==> config.mk <==
export PLATFORM = sky130hd
export DESIGN_NAME = spf_ctrl
export DESIGN_NICKNAME = d
export VERILOG_FILES = /design/src/spf_pkg.sv /design/src/spf_ctrl.sv
export SDC_FILE = /design/constraint.sdc
export NUM_CORES = 1
export LEC_CHECK = 0
export ABC_AREA = 1
export ABC_CLOCK_PERIOD_IN_PS = 2500
export BUFFER_PORTS_ARGS = -buffer_cell sky130_fd_sc_hd__buf_4
export CAP_MARGIN = 40
export CORE_AREA = 2 2 141 74
export CTS_CLUSTER_SIZE = 8
export DETAILED_ROUTE_END_ITERATION = 10
export DIE_AREA = 0 0 143 76
export PLACE_DENSITY = 0.81
export SYNTH_ARGS = -nofsm -noshare
export SYNTH_HDL_FRONTEND = slang
export SYNTH_SLANG_ARGS = --single-unit
==> constraint.sdc <==
create_clock -name REF_CLK -period 2.5 [get_ports REF_CLK]
set_input_delay 0.5 -clock REF_CLK [delete_from_list [all_inputs] [get_ports REF_CLK]]
set_output_delay 0.5 -clock REF_CLK [all_outputs]
set_load 0.05 [all_outputs]
==> src/spf_pkg.sv <==
// constants and types for the self-program flash control block
package spf_pkg;
    // control/status register, on the plain register port
    localparam logic [7:0] SPF_CSR_ADDR = 8'h37;
    localparam logic [7:0] SPF_CSR_RST  = 8'h00;
    localparam int SPF_B_IRQ_EN  = 7;
    localparam int SPF_B_BUSY    = 6;
    localparam int SPF_B_RSV     = 5;
    localparam int SPF_B_RE_EN   = 4;
    localparam int SPF_B_LOCK    = 3;
    localparam int SPF_B_PG_WR   = 2;
    localparam int SPF_B_PG_ER   = 1;
    localparam int SPF_B_ARM     = 0;
    // accepted low five bits of a control write
    localparam logic [4:0] SPF_C_RE_EN = 5'h11;
    localparam logic [4:0] SPF_C_LOCK  = 5'h09;
    localparam logic [4:0] SPF_C_PG_WR = 5'h05;
    localparam logic [4:0] SPF_C_PG_ER = 5'h03;
    localparam logic [4:0] SPF_C_FILL  = 5'h01;
    // lock byte positions, one = unprogrammed
    localparam logic [7:0] SPF_LOCK_ERASED = 8'hff;
    localparam logic [7:0] SPF_LOCK_KEEP   = 8'hc0;
    localparam int SPF_L_MEM_LO  = 0;
    localparam int SPF_L_MEM_HI  = 1;
    localparam int SPF_L_APP_LO  = 2;
    localparam int SPF_L_APP_HI  = 3;
    localparam int SPF_L_BOOT_LO = 4;
    localparam int SPF_L_BOOT_HI = 5;
    // flash geometry
    localparam int SPF_PAGE_W     = 7;
    localparam int SPF_Z_PAGE_LSB = 6;
    localparam int SPF_NO_READ_WHILE_WRITE_SECTION_PAGE  = 96;
    localparam int SPF_BOOT_MIN_PG = 4;
    // timing at 40 MHz
    localparam int SPF_CLK_NS  = 25;
    localparam logic [2:0] SPF_WIN_CYC = 3'h4;
    localparam logic [1:0] SPF_LDS_CYC = 2'h3;
    localparam int SPF_OP_TIME_NS = 4000000;
    localparam int SPF_OP_CYCLES  = SPF_OP_TIME_NS / SPF_CLK_NS;
    typedef enum logic [1:0]
    {
        SPF_IDLE  = 2'b00,
        SPF_ARMED = 2'b01,
        SPF_BUSY  = 2'b11
    } spf_state_e;
endpackage : spf_pkg

==> src/spf_ctrl.sv <==
// self-program flash sequencer with lock bits
//
// Behaviour
// - ready irq: enable and global flag, arm clear
// - rww erase/write sets busy, blocks rww
// - busy clears on re-enable or buffer fill
// - re-enable store within four cycles, not busy
// - re-enable during fill discards buffer data
// - lock set store programs locks from R0
// - lock-set bit clears on completion or timeout
// - load after lock set returns lock/fuse
// - page write from buffer, upper Z page
// - page erase of upper Z page
// - stall core during no-rww erase/write
// - arm alone fills buffer word with R1:R0
// - arm clears after store or timeout
// - other low five bit patterns ignored
// - locks only erased by chip erase (here RST_B also reloads them erased)
// - no boot variant: store needs fuse zero
// - memory lock 10 blocks ext programming
// - memory lock 00 also blocks verification
// - application lock pair decode
// - boot lock pair decode
// - suppress irqs across read-protected sections
//
// Added by the designer: strobed register access and the register offsets.
`timescale 1ns/10ps
module spf_ctrl
    import spf_pkg::*;
#(
    parameter int unsigned OP_CYCLES  = SPF_OP_CYCLES,
    parameter bit          HAS_BOOT   = 1'b1,
    parameter int          PAGE_W     = SPF_PAGE_W,
    parameter int          Z_PAGE_LSB = SPF_Z_PAGE_LSB
)
(
    // clock and reset
    input  wire logic                REF_CLK,
    input  wire logic                RST_B,
    // register port
    input  wire logic [7:0]          REG_ADDR,
    input  wire logic [7:0]          REG_WDATA,
    input  wire logic                REG_WR,
    input  wire logic                REG_RD,
    output logic      [7:0]          REG_RDATA,
    // core status
    input  wire logic                GLOBAL_IRQ_EN,
    input  wire logic                CORE_IN_BOOT,
    input  wire logic                VEC_IN_BOOT,
    output logic                     STORE_READY_IRQ,
    output logic                     IRQ_SUPPRESS,
    output logic                     CPU_STALL,
    // program store instruction
    input  wire logic                STORE_REQ,
    input  wire logic [15:0]         STORE_Z,
    input  wire logic [7:0]          STORE_R0,
    input  wire logic [7:0]          STORE_R1,
    // program load instruction
    input  wire logic                LOAD_REQ,
    input  wire logic [15:0]         LOAD_Z,
    output logic                     LOAD_DENY,
    output logic                     LOAD_SPECIAL,
    output logic      [7:0]          LOAD_DATA,
    // fuses and chip erase
    input  wire logic                SELFPRG_FUSE,
    input  wire logic [1:0]          BOOT_SIZE,
    input  wire logic [7:0]          FUSE_LOW,
    input  wire logic                CHIP_ERASE,
    // flash array side
    output logic                     BUF_WR,
    output logic [Z_PAGE_LSB-2:0]    BUF_WORD,
    output logic [15:0]              BUF_DATA,
    output logic                     BUF_DISCARD,
    output logic                     PAGE_ERASE_GO,
    output logic                     PAGE_WRITE_GO,
    output logic [PAGE_W-1:0]        FLASH_PAGE,
    output logic                     RWW_BLOCK,
    // external programming protection
    output logic                     EXT_PROG_BLOCK,
    output logic                     EXT_VERIFY_BLOCK,
    output logic                     FUSE_LOCKED,
    output logic                     BOOT_LOCK_LOCKED
);

////////////////////////////////////////////////////////////////////////
    spf_state_e                 st_r;
    logic                       irq_en_r;
    logic                       busy_r;
    logic [3:0]                 cmd_r;
    logic [2:0]                 win_r;
    logic [1:0]                 lds_r;
    logic [7:0]                 lock_r;
    logic                       fill_act_r;
    logic                       tgt_rww_r;
    logic [31:0]                op_cnt_r;
    logic                       csr_wr;
    logic                       cmd_ok;
    logic                       take;
    logic [PAGE_W-1:0]          st_page;
    logic [PAGE_W-1:0]          ld_page;
    logic                       st_boot;
    logic                       wr_allow;
    logic                       ld_block;

    // true when the page sits in the boot loader section
    function automatic logic spf_is_boot
    (
        input logic [PAGE_W-1:0] pg,
        input logic [1:0]        bsz
    );
        logic [PAGE_W-1:0] n;
        n = PAGE_W'(SPF_BOOT_MIN_PG) << (~bsz);
        return HAS_BOOT && (pg >= PAGE_W'(-n));
    endfunction : spf_is_boot

////////////////////////////////////////////////////////////////////////
    assign csr_wr  = REG_WR && (REG_ADDR == SPF_CSR_ADDR);
    assign cmd_ok  = (REG_WDATA[4:0] == SPF_C_RE_EN) ||
                     (REG_WDATA[4:0] == SPF_C_LOCK)  ||
                     (REG_WDATA[4:0] == SPF_C_PG_WR) ||
                     (REG_WDATA[4:0] == SPF_C_PG_ER) ||
                     (REG_WDATA[4:0] == SPF_C_FILL);
    assign take    = (st_r == SPF_ARMED) && STORE_REQ;
    assign st_page = STORE_Z[Z_PAGE_LSB +: PAGE_W];
    assign ld_page = LOAD_Z[Z_PAGE_LSB +: PAGE_W];
    assign st_boot = spf_is_boot(st_page, BOOT_SIZE);

    // store permission by section lock and self-program fuse
    always_comb
    begin
        if (!HAS_BOOT)
            wr_allow = !SELFPRG_FUSE;
        else if (st_boot)
            wr_allow = lock_r[SPF_L_BOOT_LO];
        else
            wr_allow = lock_r[SPF_L_APP_LO];
    end

    // cross-section load protection
    always_comb
    begin
        ld_block = 1'b0;
        if (CORE_IN_BOOT && !spf_is_boot(ld_page, BOOT_SIZE))
            ld_block = !lock_r[SPF_L_APP_HI];
        if (!CORE_IN_BOOT && spf_is_boot(ld_page, BOOT_SIZE))
            ld_block = !lock_r[SPF_L_BOOT_HI];
    end

////////////////////////////////////////////////////////////////////////
    // sequencer: a busy erase/write refuses every new command
    always_ff @(posedge REF_CLK or negedge RST_B)
    begin
        if (!RST_B)
        begin
            st_r     <= SPF_IDLE;
            cmd_r    <= 4'h0;
            win_r    <= 3'h0;
            op_cnt_r <= 32'h0;
        end
        else
        begin
            case (st_r)
                SPF_IDLE, SPF_ARMED:
                begin
                    if (take && (cmd_r[1:0] != 2'b00) && wr_allow)
                    begin
                        st_r     <= SPF_BUSY;
                        op_cnt_r <= 32'(OP_CYCLES - 1);
                    end
                    else if (take)
                    begin
                        st_r  <= SPF_IDLE;
                        cmd_r <= 4'h0;
                    end
                    else if (csr_wr && cmd_ok)
                    begin
                        st_r  <= SPF_ARMED;
                        cmd_r <= REG_WDATA[4:1];
                        win_r <= SPF_WIN_CYC;
                    end
                    else if (st_r == SPF_ARMED && win_r == 3'h1)
                    begin
                        st_r  <= SPF_IDLE;
                        cmd_r <= 4'h0;
                    end
                    else if (st_r == SPF_ARMED)
                        win_r <= win_r - 3'h1;
                end
                SPF_BUSY:
                begin
                    if (op_cnt_r == 32'h0)
                    begin
                        st_r  <= SPF_IDLE;
                        cmd_r <= 4'h0;
                    end
                    else
                        op_cnt_r <= op_cnt_r - 32'h1;
                end
                default:
                    st_r <= SPF_IDLE;
            endcase
        end
    end

    // interrupt enable is plain storage
    always_ff @(posedge REF_CLK or negedge RST_B)
    begin
        if (!RST_B)
            irq_en_r <= SPF_CSR_RST[SPF_B_IRQ_EN];
        else if (csr_wr)
            irq_en_r <= REG_WDATA[SPF_B_IRQ_EN];
    end

    // section busy: a new rww operation wins over any clear
    always_ff @(posedge REF_CLK or negedge RST_B)
    begin
        if (!RST_B)
        begin
            busy_r    <= SPF_CSR_RST[SPF_B_BUSY];
            tgt_rww_r <= 1'b0;
        end
        else if (take && cmd_r[1:0] != 2'b00 && wr_allow)
        begin
            tgt_rww_r <= (st_page < PAGE_W'(SPF_NO_READ_WHILE_WRITE_SECTION_PAGE));
            if (st_page < PAGE_W'(SPF_NO_READ_WHILE_WRITE_SECTION_PAGE))
                busy_r <= 1'b1;
        end
        else if (take && cmd_r == 4'h0)
            busy_r <= 1'b0;
        else if (take && cmd_r[3])
            busy_r <= 1'b0;
    end

    // buffer fill, discard and erase/write strobes
    always_ff @(posedge REF_CLK or negedge RST_B)
    begin
        if (!RST_B)
        begin
            BUF_WR        <= 1'b0;
            BUF_WORD      <= '0;
            BUF_DATA      <= 16'h0;
            BUF_DISCARD   <= 1'b0;
            PAGE_ERASE_GO <= 1'b0;
            PAGE_WRITE_GO <= 1'b0;
            FLASH_PAGE    <= '0;
            fill_act_r    <= 1'b0;
        end
        else
        begin
            BUF_WR        <= take && cmd_r == 4'h0;
            PAGE_ERASE_GO <= take && cmd_r[0] && wr_allow;
            PAGE_WRITE_GO <= take && cmd_r[1] && wr_allow;
            BUF_DISCARD   <= 1'b0;
            if (take && cmd_r == 4'h0)
            begin
                BUF_WORD   <= STORE_Z[Z_PAGE_LSB-1:1];
                BUF_DATA   <= {STORE_R1, STORE_R0};
                fill_act_r <= 1'b1;
            end
            if (take && cmd_r[1:0] != 2'b00)
            begin
                FLASH_PAGE <= st_page;
                fill_act_r <= 1'b0;
            end
            if (csr_wr && REG_WDATA[SPF_B_RE_EN] && fill_act_r)
            begin
                BUF_DISCARD <= 1'b1;
                fill_act_r  <= 1'b0;
            end
        end
    end

    // lock byte: stores may only program bits to zero
    always_ff @(posedge REF_CLK or negedge RST_B)
    begin
        if (!RST_B)
            lock_r <= SPF_LOCK_ERASED;
        else if (CHIP_ERASE)
            lock_r <= SPF_LOCK_ERASED;
        else if (take && cmd_r[2])
            lock_r <= lock_r & (STORE_R0 | SPF_LOCK_KEEP);
    end

    // short window in which loads read the lock or fuse byte
    always_ff @(posedge REF_CLK or negedge RST_B)
    begin
        if (!RST_B)
            lds_r <= 2'h0;
        else if (csr_wr && REG_WDATA[4:0] == SPF_C_LOCK && st_r != SPF_BUSY)
            lds_r <= SPF_LDS_CYC;
        else if (lds_r != 2'h0)
            lds_r <= lds_r - 2'h1;
    end

    // load answers, one cycle after the request
    always_ff @(posedge REF_CLK or negedge RST_B)
    begin
        if (!RST_B)
        begin
            LOAD_DENY    <= 1'b0;
            LOAD_SPECIAL <= 1'b0;
            LOAD_DATA    <= 8'h0;
        end
        else
        begin
            LOAD_SPECIAL <= LOAD_REQ && lds_r != 2'h0;
            LOAD_DENY    <= LOAD_REQ && lds_r == 2'h0 &&
                            (ld_block || (busy_r &&
                             ld_page < PAGE_W'(SPF_NO_READ_WHILE_WRITE_SECTION_PAGE)));
            if (LOAD_REQ && lds_r != 2'h0)
                LOAD_DATA <= LOAD_Z[0] ? FUSE_LOW : lock_r;
        end
    end

    // register read, reserved bit forced low
    always_ff @(posedge REF_CLK or negedge RST_B)
    begin
        if (!RST_B)
            REG_RDATA <= 8'h0;
        else if (REG_RD && REG_ADDR == SPF_CSR_ADDR)
            REG_RDATA <= {irq_en_r, busy_r, 1'b0, cmd_r,
                          st_r != SPF_IDLE};
        else
            REG_RDATA <= 8'h0;
    end

////////////////////////////////////////////////////////////////////////
    // status to the core and external programming
    assign STORE_READY_IRQ = irq_en_r && GLOBAL_IRQ_EN &&
                             st_r == SPF_IDLE;
    assign IRQ_SUPPRESS    = (VEC_IN_BOOT && !CORE_IN_BOOT &&
                              !lock_r[SPF_L_APP_HI]) ||
                             (!VEC_IN_BOOT && CORE_IN_BOOT &&
                              !lock_r[SPF_L_BOOT_HI]);
    assign CPU_STALL       = st_r == SPF_BUSY && !tgt_rww_r;
    assign RWW_BLOCK       = busy_r;
    assign EXT_PROG_BLOCK  = !lock_r[SPF_L_MEM_LO];
    assign FUSE_LOCKED     = !lock_r[SPF_L_MEM_LO];
    assign EXT_VERIFY_BLOCK = !lock_r[SPF_L_MEM_LO] &&
                              !lock_r[SPF_L_MEM_HI];
    assign BOOT_LOCK_LOCKED = EXT_VERIFY_BLOCK;

////////////////////////////////////////////////////////////////////////
    a_win_expiry: assert property (@(posedge REF_CLK) disable iff (!RST_B)
        st_r == SPF_ARMED && win_r == 3'h1 && !STORE_REQ && !csr_wr
        |=> st_r == SPF_IDLE && cmd_r == 4'h0)
        else $error("arm window did not expire");
    a_arm_window: assert property (@(posedge REF_CLK) disable iff (!RST_B)
        csr_wr && cmd_ok && st_r == SPF_IDLE && !STORE_REQ
        ##1 (!STORE_REQ && !csr_wr) [*4] |=> st_r == SPF_IDLE)
        else $error("arm bit outlived four cycles");
    a_bad_cmd: assert property (@(posedge REF_CLK) disable iff (!RST_B)
        csr_wr && !cmd_ok && st_r == SPF_IDLE |=> st_r == SPF_IDLE)
        else $error("illegal command armed");
    a_rww_busy: assert property (@(posedge REF_CLK) disable iff (!RST_B)
        PAGE_ERASE_GO && tgt_rww_r |-> RWW_BLOCK)
        else $error("rww busy not set");
    a_fill_clear: assert property (@(posedge REF_CLK) disable iff (!RST_B)
        BUF_WR |-> !RWW_BLOCK)
        else $error("fill left rww busy");
    a_abort_fill: assert property (@(posedge REF_CLK) disable iff (!RST_B)
        csr_wr && REG_WDATA[SPF_B_RE_EN] && fill_act_r
        |=> BUF_DISCARD ##1 !BUF_DISCARD)
        else $error("fill not discarded");
    a_rsv_zero: assert property (@(posedge REF_CLK) disable iff (!RST_B)
        REG_RD |=> !REG_RDATA[SPF_B_RSV])
        else $error("reserved bit read as one");
    a_lock_prog: assert property (@(posedge REF_CLK) disable iff (!RST_B)
        !$past(CHIP_ERASE) |-> (lock_r & ~$past(lock_r)) == 8'h0)
        else $error("lock bit returned to one");
    a_stall_busy: assert property (@(posedge REF_CLK) disable iff (!RST_B)
        $rose(st_r == SPF_BUSY) && !tgt_rww_r |-> CPU_STALL [*2])
        else $error("no stall for no-rww operation");
    a_lock_read: assert property (@(posedge REF_CLK) disable iff (!RST_B)
        LOAD_REQ && lds_r != 2'h0 && !LOAD_Z[0]
        |=> LOAD_SPECIAL && LOAD_DATA == $past(lock_r))
        else $error("lock byte not returned");

endmodule : spf_ctrl

==> results of run 1 <==
==> cells by family after synthesis <==
logic type | synth area share
AOI/OAI and AO/OA | 0.0460
other | 0.000696
buffers and inverters | 0.0812
adders and majority gates | 0.0232
and+or+nand+nor | 0.345
DFF | 0.480
xor gates and xnor gates | 0.0244
==> Yosys cell counts, drive strengths merged, types with 7 or more instances <==
cell,n,area [µm²]
nand3,34,190
nand4,16,100
nor2,117,522
inv,83,312
buf,15,115
xor2,13,114
nand2,236,921
ha,10,125
a31oi,9,56.3
nor3,8,40.0
o21ai,30,165
dfstp,7,184
dfrtp,96,2400
==> cell type report <==
| cell class | instances | area, µm² | area share |
|---|---|---|---|
| inverters | 84 | 315 | 0.0466 |
| well taps | 140 | 175 | 0.0259 |
| repair buffers | 133 | 1010 | 0.150 |
| multi-input cells | 492 | 2370 | 0.350 |
| clock buffers | 9 | 225 | 0.0333 |
| clock inverters | 7 | 81.3 | 0.0120 |
| flip-flops and latches | 103 | 2590 | 0.382 |
==> metal layers <==
layer | global-route usage | vias up | part of all wire
met5 | 0 | - | 0
met4 | 0.0713 | 0 | 0.013
met3 | 0.0566 | 16 | 0.076
met2 | 0.402 | 184 | 0.44
met1 | 0.390 | 2373 | 0.47
li1 | - | 2405 | -
==> report_power, final <==
group          internal (mW)  switching (mW)  total [mW]
Combinational          0.153           0.264       0.417
Clock                  0.791           0.641        1.43
Sequential              1.70          0.0208        1.72
==> placed cells by master, fill, tap and decap left out, types with 4 or more instances in the layout <==
master     instances
a31oi_1            9
nand3_2            4
o21ai_0           19
ha_1              10
nor2_4             8
nor2_2             9
dfrtp_1           96
nand2_2            8
a21oi_1            4
buf_4            132
o21ai_1            9
nor3_1             8
dfstp_2            7
clkbuf_16          9
nand4_1           16
nand3_1           30
nor2_1           100
or2_2              6
xor2_1            13
inv_1             81
nand2_1          226
==> flip-flops by register name (all words and copies together), names as in the netlist, 2 cells and up <==
register    count
BUF_DATA       16
BUF_WORD        5
FLASH_PAGE      7
LOAD_DATA       8
REG_RDATA       7
cmd_r           4
lds_r           2
lock_r          7
op_cnt_r       32
st_r            2
win_r           3
==> worst max-delay path, cell delays in order <==
cell     delay [ps]
buf_4           120
inv_1            70
nand2_1          50
ha_1            360
inv_1           110
nand2_1          60
nand3_1          80
nor2_1           50
nor2_1          210
nand2_1         100
nand2_1         120
nand3_2         110
inv_1           360
nor2_1          110
==> path summary, 6_finish.rpt <==
path / cells after the start / startpoint / endpoint
worst max-delay path: 14 / BOOT_SIZE[0] / op_cnt_r[9]
worst min-delay path: 1 / RST_B / BUF_DATA[9]
worst max register to register: 10 / op_cnt_r[0] / op_cnt_r[13]
worst min register to register: 2 / cmd_r[3] / cmd_r[3]
max in group asynchronous: 2 / RST_B / LOAD_DENY
min in group REF_CLK: 3 / STORE_R1[0] / BUF_DATA[8]
==> results.md, run 1 <==
- Root Buffer: clkbuf_16
- VDD IR max: between 0.0003 and 0.0004 V
- Slew @ Worst Pin: ~600 ps
- Unrepaired setup endpoints after global routing: false
- Final #Nets: 918
- Worst-path clk slew: 70 ps
- YS warnings: 0
- First-pass GRT wire length: 23000 µm
- Critical Path RT: 2710 ps
- Height of the die: 76 µm
- Buffers on Ports: roughly 120
- Crit start category: input pin
- Max_slew headroom: 0.590
- Layout area overhead: 25.4%
- Largest net degree at the start of global routing: 48
- Async S/R FF share, synth: 1.00
- Post-Syn Nets: 791
- CTS tree: built
- Fin cells: around 970
- Period minus WS final: ~2200 ps
- Pre-CTS setup slack: about 84 ps
- Post-synthesis cell type count: 35
- Final setup TNS: 0 ps
- Post_cts resized: 0
- GPL Wtd Cong: 0.896
- Number of I/O pins: 143
- Fin crit share: 0.883
- Die area: between 10000 and 15000 µm²
- Antenna-violating nets left: 0
- Clk sink count: 103
- Design area: 6760 µm²
- DRT iter0 DRCs: 348
- Worst setup EP type: register
- Maxcap violations: 0
- Dpl cell area: 6450 µm²
- GR Overflow Total: 0
- Worst-path maximum fanout: 11
- Status: complete, no violations
- DR vias: 4978
- Hold Crit Class: in -> async
- Die width: 143 µm
- Power after layout: 3.57 mW
- CTS max path bufs: 2
- Setup Skew: 4.90 ps
- Rows: 26
- GR Util All Layers: 0.266
- Hpwl dp: 10700 µm
- Layout cells sized above 1: 0.239
- DRT Pass-1 Iters: 5
- Crit path DAT: 2420 ps
- Fmax: 453 MHz
- Mapped Area: about 5400 µm²
- Hold_ws: between 150 and 200 ps
- Crit path kind: in -> reg
- Layout fillers: just under 800
- Slew Viols, Final: 0
- Diode count: 0
- CTS Buf Count: 9
- Post-Syn Instances: 696
- Final hold vios: 0
- Post-synth EDFFs: 0
- Placed insts: between 900 and 1000
- Antenna violations before repair: 0
- Number of hold buffers added after cts: 0
- Wire length per cell: between 10 and 15 µm
- Vias in the first global route: 4804
- Setup Fix Bufs, Post-CTS: 0
- Htree depth: 3
- Flops & latches, synth: 103
- Vias per Instance: 5.14
- Syn avg cell area: 7.75 µm²
- Cell Pwr Density: 528 nW/µm²
- Post-route DRC: 0
- Lkg Pwr: 3.51 nW
- Core Area: 9790 µm²
- Setup slack after layout: a little under 300 ps
- Initial core utilization: 0.551
- Final setup fails: 0
- Final Core Density: 0.691
- Top_reg_cell synth: dfrtp_1
- WL final: 14000 µm
- Worst-Skew Late Latency: ~340 ps
- Sequential cell area fraction in the yosys report: 0.480
- FF-to-FF setup slack: 490 ps
(Power assumes the default switching activity.)
==> run 2, diff against run 1 <==
Settings changed: BUFFER_PORTS_ARGS -buffer_cell sky130_fd_sc_hd__buf_4 to -buffer_cell sky130_fd_sc_hd__buf_2.
==> results.md, run 2 (synthesized netlist as in run 1, its figures left out) <==
- Fin cells: 971
- Worst r2r src: op_cnt_r[0]
- Worst path cell trace: nand2_1, nor2_1, buf_2
- Vias per Instance: 5.08
- Layout area overhead: 20.3%
- Placed insts: 955
- GR Overflow Total: 0
- WL final: 13300 µm
- Unrepaired setup endpoints after global routing: false
- Period minus WS final: 2040 ps
- Setup Skew: 5.34 ps
- Biggest register: op_cnt_r
- Commonest non-fill, non-tap cell in the layout: nand2_1
- DRT Pass-1 Iters: 5
- Largest net degree at the start of global routing: 47
- Critical path launch point: st_r[1]
- Antenna-violating nets left: 0
- Lkg Pwr: roughly 3.5 nW
- CTS max path bufs: 2
- Layout fillers: 798
- Slew Viols, Final: 0
- Hold Crit Class: in -> async
- Cell Pwr Density: 543 nW/µm²
- Buffers on Ports: around 120
- Layout cells sized above 1: 0.242
- Final #Nets: 921
- VDD IR max: approximately 0.00037 V
- Vias in the first global route: 4651
- Worst setup EP type: output port
- Diode count: 0
- Height of the die: approximately 76 µm
- Wire length per cell: 13.7 µm
- Pre-CTS setup slack: 165 ps
- GR Util All Layers: 0.256
- Crit path DAT: 1540 ps
- Fin crit share: 0.817
- Maxcap violations: 0
- Post-route DRC: 0
- Die width: 143 µm
- Highest-count cells in the layout ignoring fill and taps: nand2_1 (226), buf_2 (123), nor2_1 (100)
- Worst-path maximum fanout: 7
- Met2 usage: 0.371
- Number of hold buffers added after cts: 0
- Max_slew headroom: 0.594
- Antenna violations before repair: 0
- Fmax: 490 MHz
- Htree depth: 3
- Area of the multi-input gates: roughly 2400 µm²
- CP bufs+invs: 1
- Crit path kind: reg -> out
- Biggest regs: op_cnt_r: 32 flops, BUF_DATA: 16 flops, LOAD_DATA: 8 flops
- Initial core utilization: 0.551
- CTS Buf Count: 9
- CP delay by family, top: flip-flops
- Number of I/O pins: ~140
- Max reg flops: 32
- Core Area: 9790 µm²
- Met1 Use GR: 0.385
- Critical Path RT: 2000 ps
- Final setup fails: 0
- CTS tree: built
- CP max stage cell: dfrtp_1
- Worst-Skew Late Latency: 340 ps
- Status: complete, no violations
- Rows: 26
- Register Area: around 2600 µm²
- DR vias: 4929
- Final hold vios: 0
- Setup slack after layout: 459 ps
- Post_cts resized: 0
- Clk sink count: 103
- Worst-path clk slew: about 70 ps
- Met3 GRT Util: 0.0647
- Root Buffer: clkbuf_16
- Most Crowded Layer GR: met1
- Hpwl dp: ~10000 µm
- Crit start category: register
- Setup Fix Bufs, Post-CTS: 0
- DRT iter0 DRCs: 461
- Slew @ Worst Pin: between 600 and 700 ps
- First-pass GRT wire length: 22300 µm
- GPL Wtd Cong: between 0.9 and 1
- Die area: 10900 µm²
- Final setup TNS: 0 ps
- CP peak stage delay: around 460 ps
run 2: per-layer routing:
layer / vias up / wire length [µm]
li1: 2424 / -
met5: - / 0
met3: 25 / 1010
met4: 0 / 197
met2: 178 / 5640
met1: 2302 / 6440
run 2: per-stage QoR:
stage	cell area [µm²]	util	hold slack, ps	power (mW)
floorplan	5390	-	204	1.96
global placement	6180	0.631	447	2.10
detailed placement	6180	0.631	454	2.12
CTS	6490	0.663	174	3.55
global route	6490	0.663	194	3.66
finish	6490	0.663	161	3.52
run 2: path summary, 6_finish.rpt:
path	cells past startpoint	slack [ps]	endpoint
worst max-delay path	3	460	CPU_STALL
worst min-delay path	1	160	BUF_DATA[11]
worst max register to register	10	520	op_cnt_r[13]
worst min register to register	2	470	BUF_WORD[3]
max in group asynchronous	2	1590	op_cnt_r[4]
min in group REF_CLK	3	350	BUF_DATA[10]
run 2: power by group:
part	internal, mW	switching (mW)
combinational	0.104	0.261
clock	0.811	0.627
sequential	1.70	0.0189
run 2: area by class of cell:
| cell class | count | area share |
|---|---|---|
| flip-flops and latches | 103 | 0.399 |
| multi-input cells | 492 | 0.365 |
| repair buffers | 136 | 0.114 |
| inverters | 84 | 0.0486 |
| clock buffers | 10 | 0.0368 |
| well taps | 140 | 0.0270 |
| clock inverters | 6 | 0.0102 |
run 2: worst register-to-register path, stage by stage, from the launching register on:
cell	delay [ps]
dfrtp_1	350
inv_1	90
ha_1	210
nand2_1	80
nor2_2	50
nand2_4	90
nor2_4	50
nor2_4	440
nand3_1	180
or2_2	310
nand3_1	70
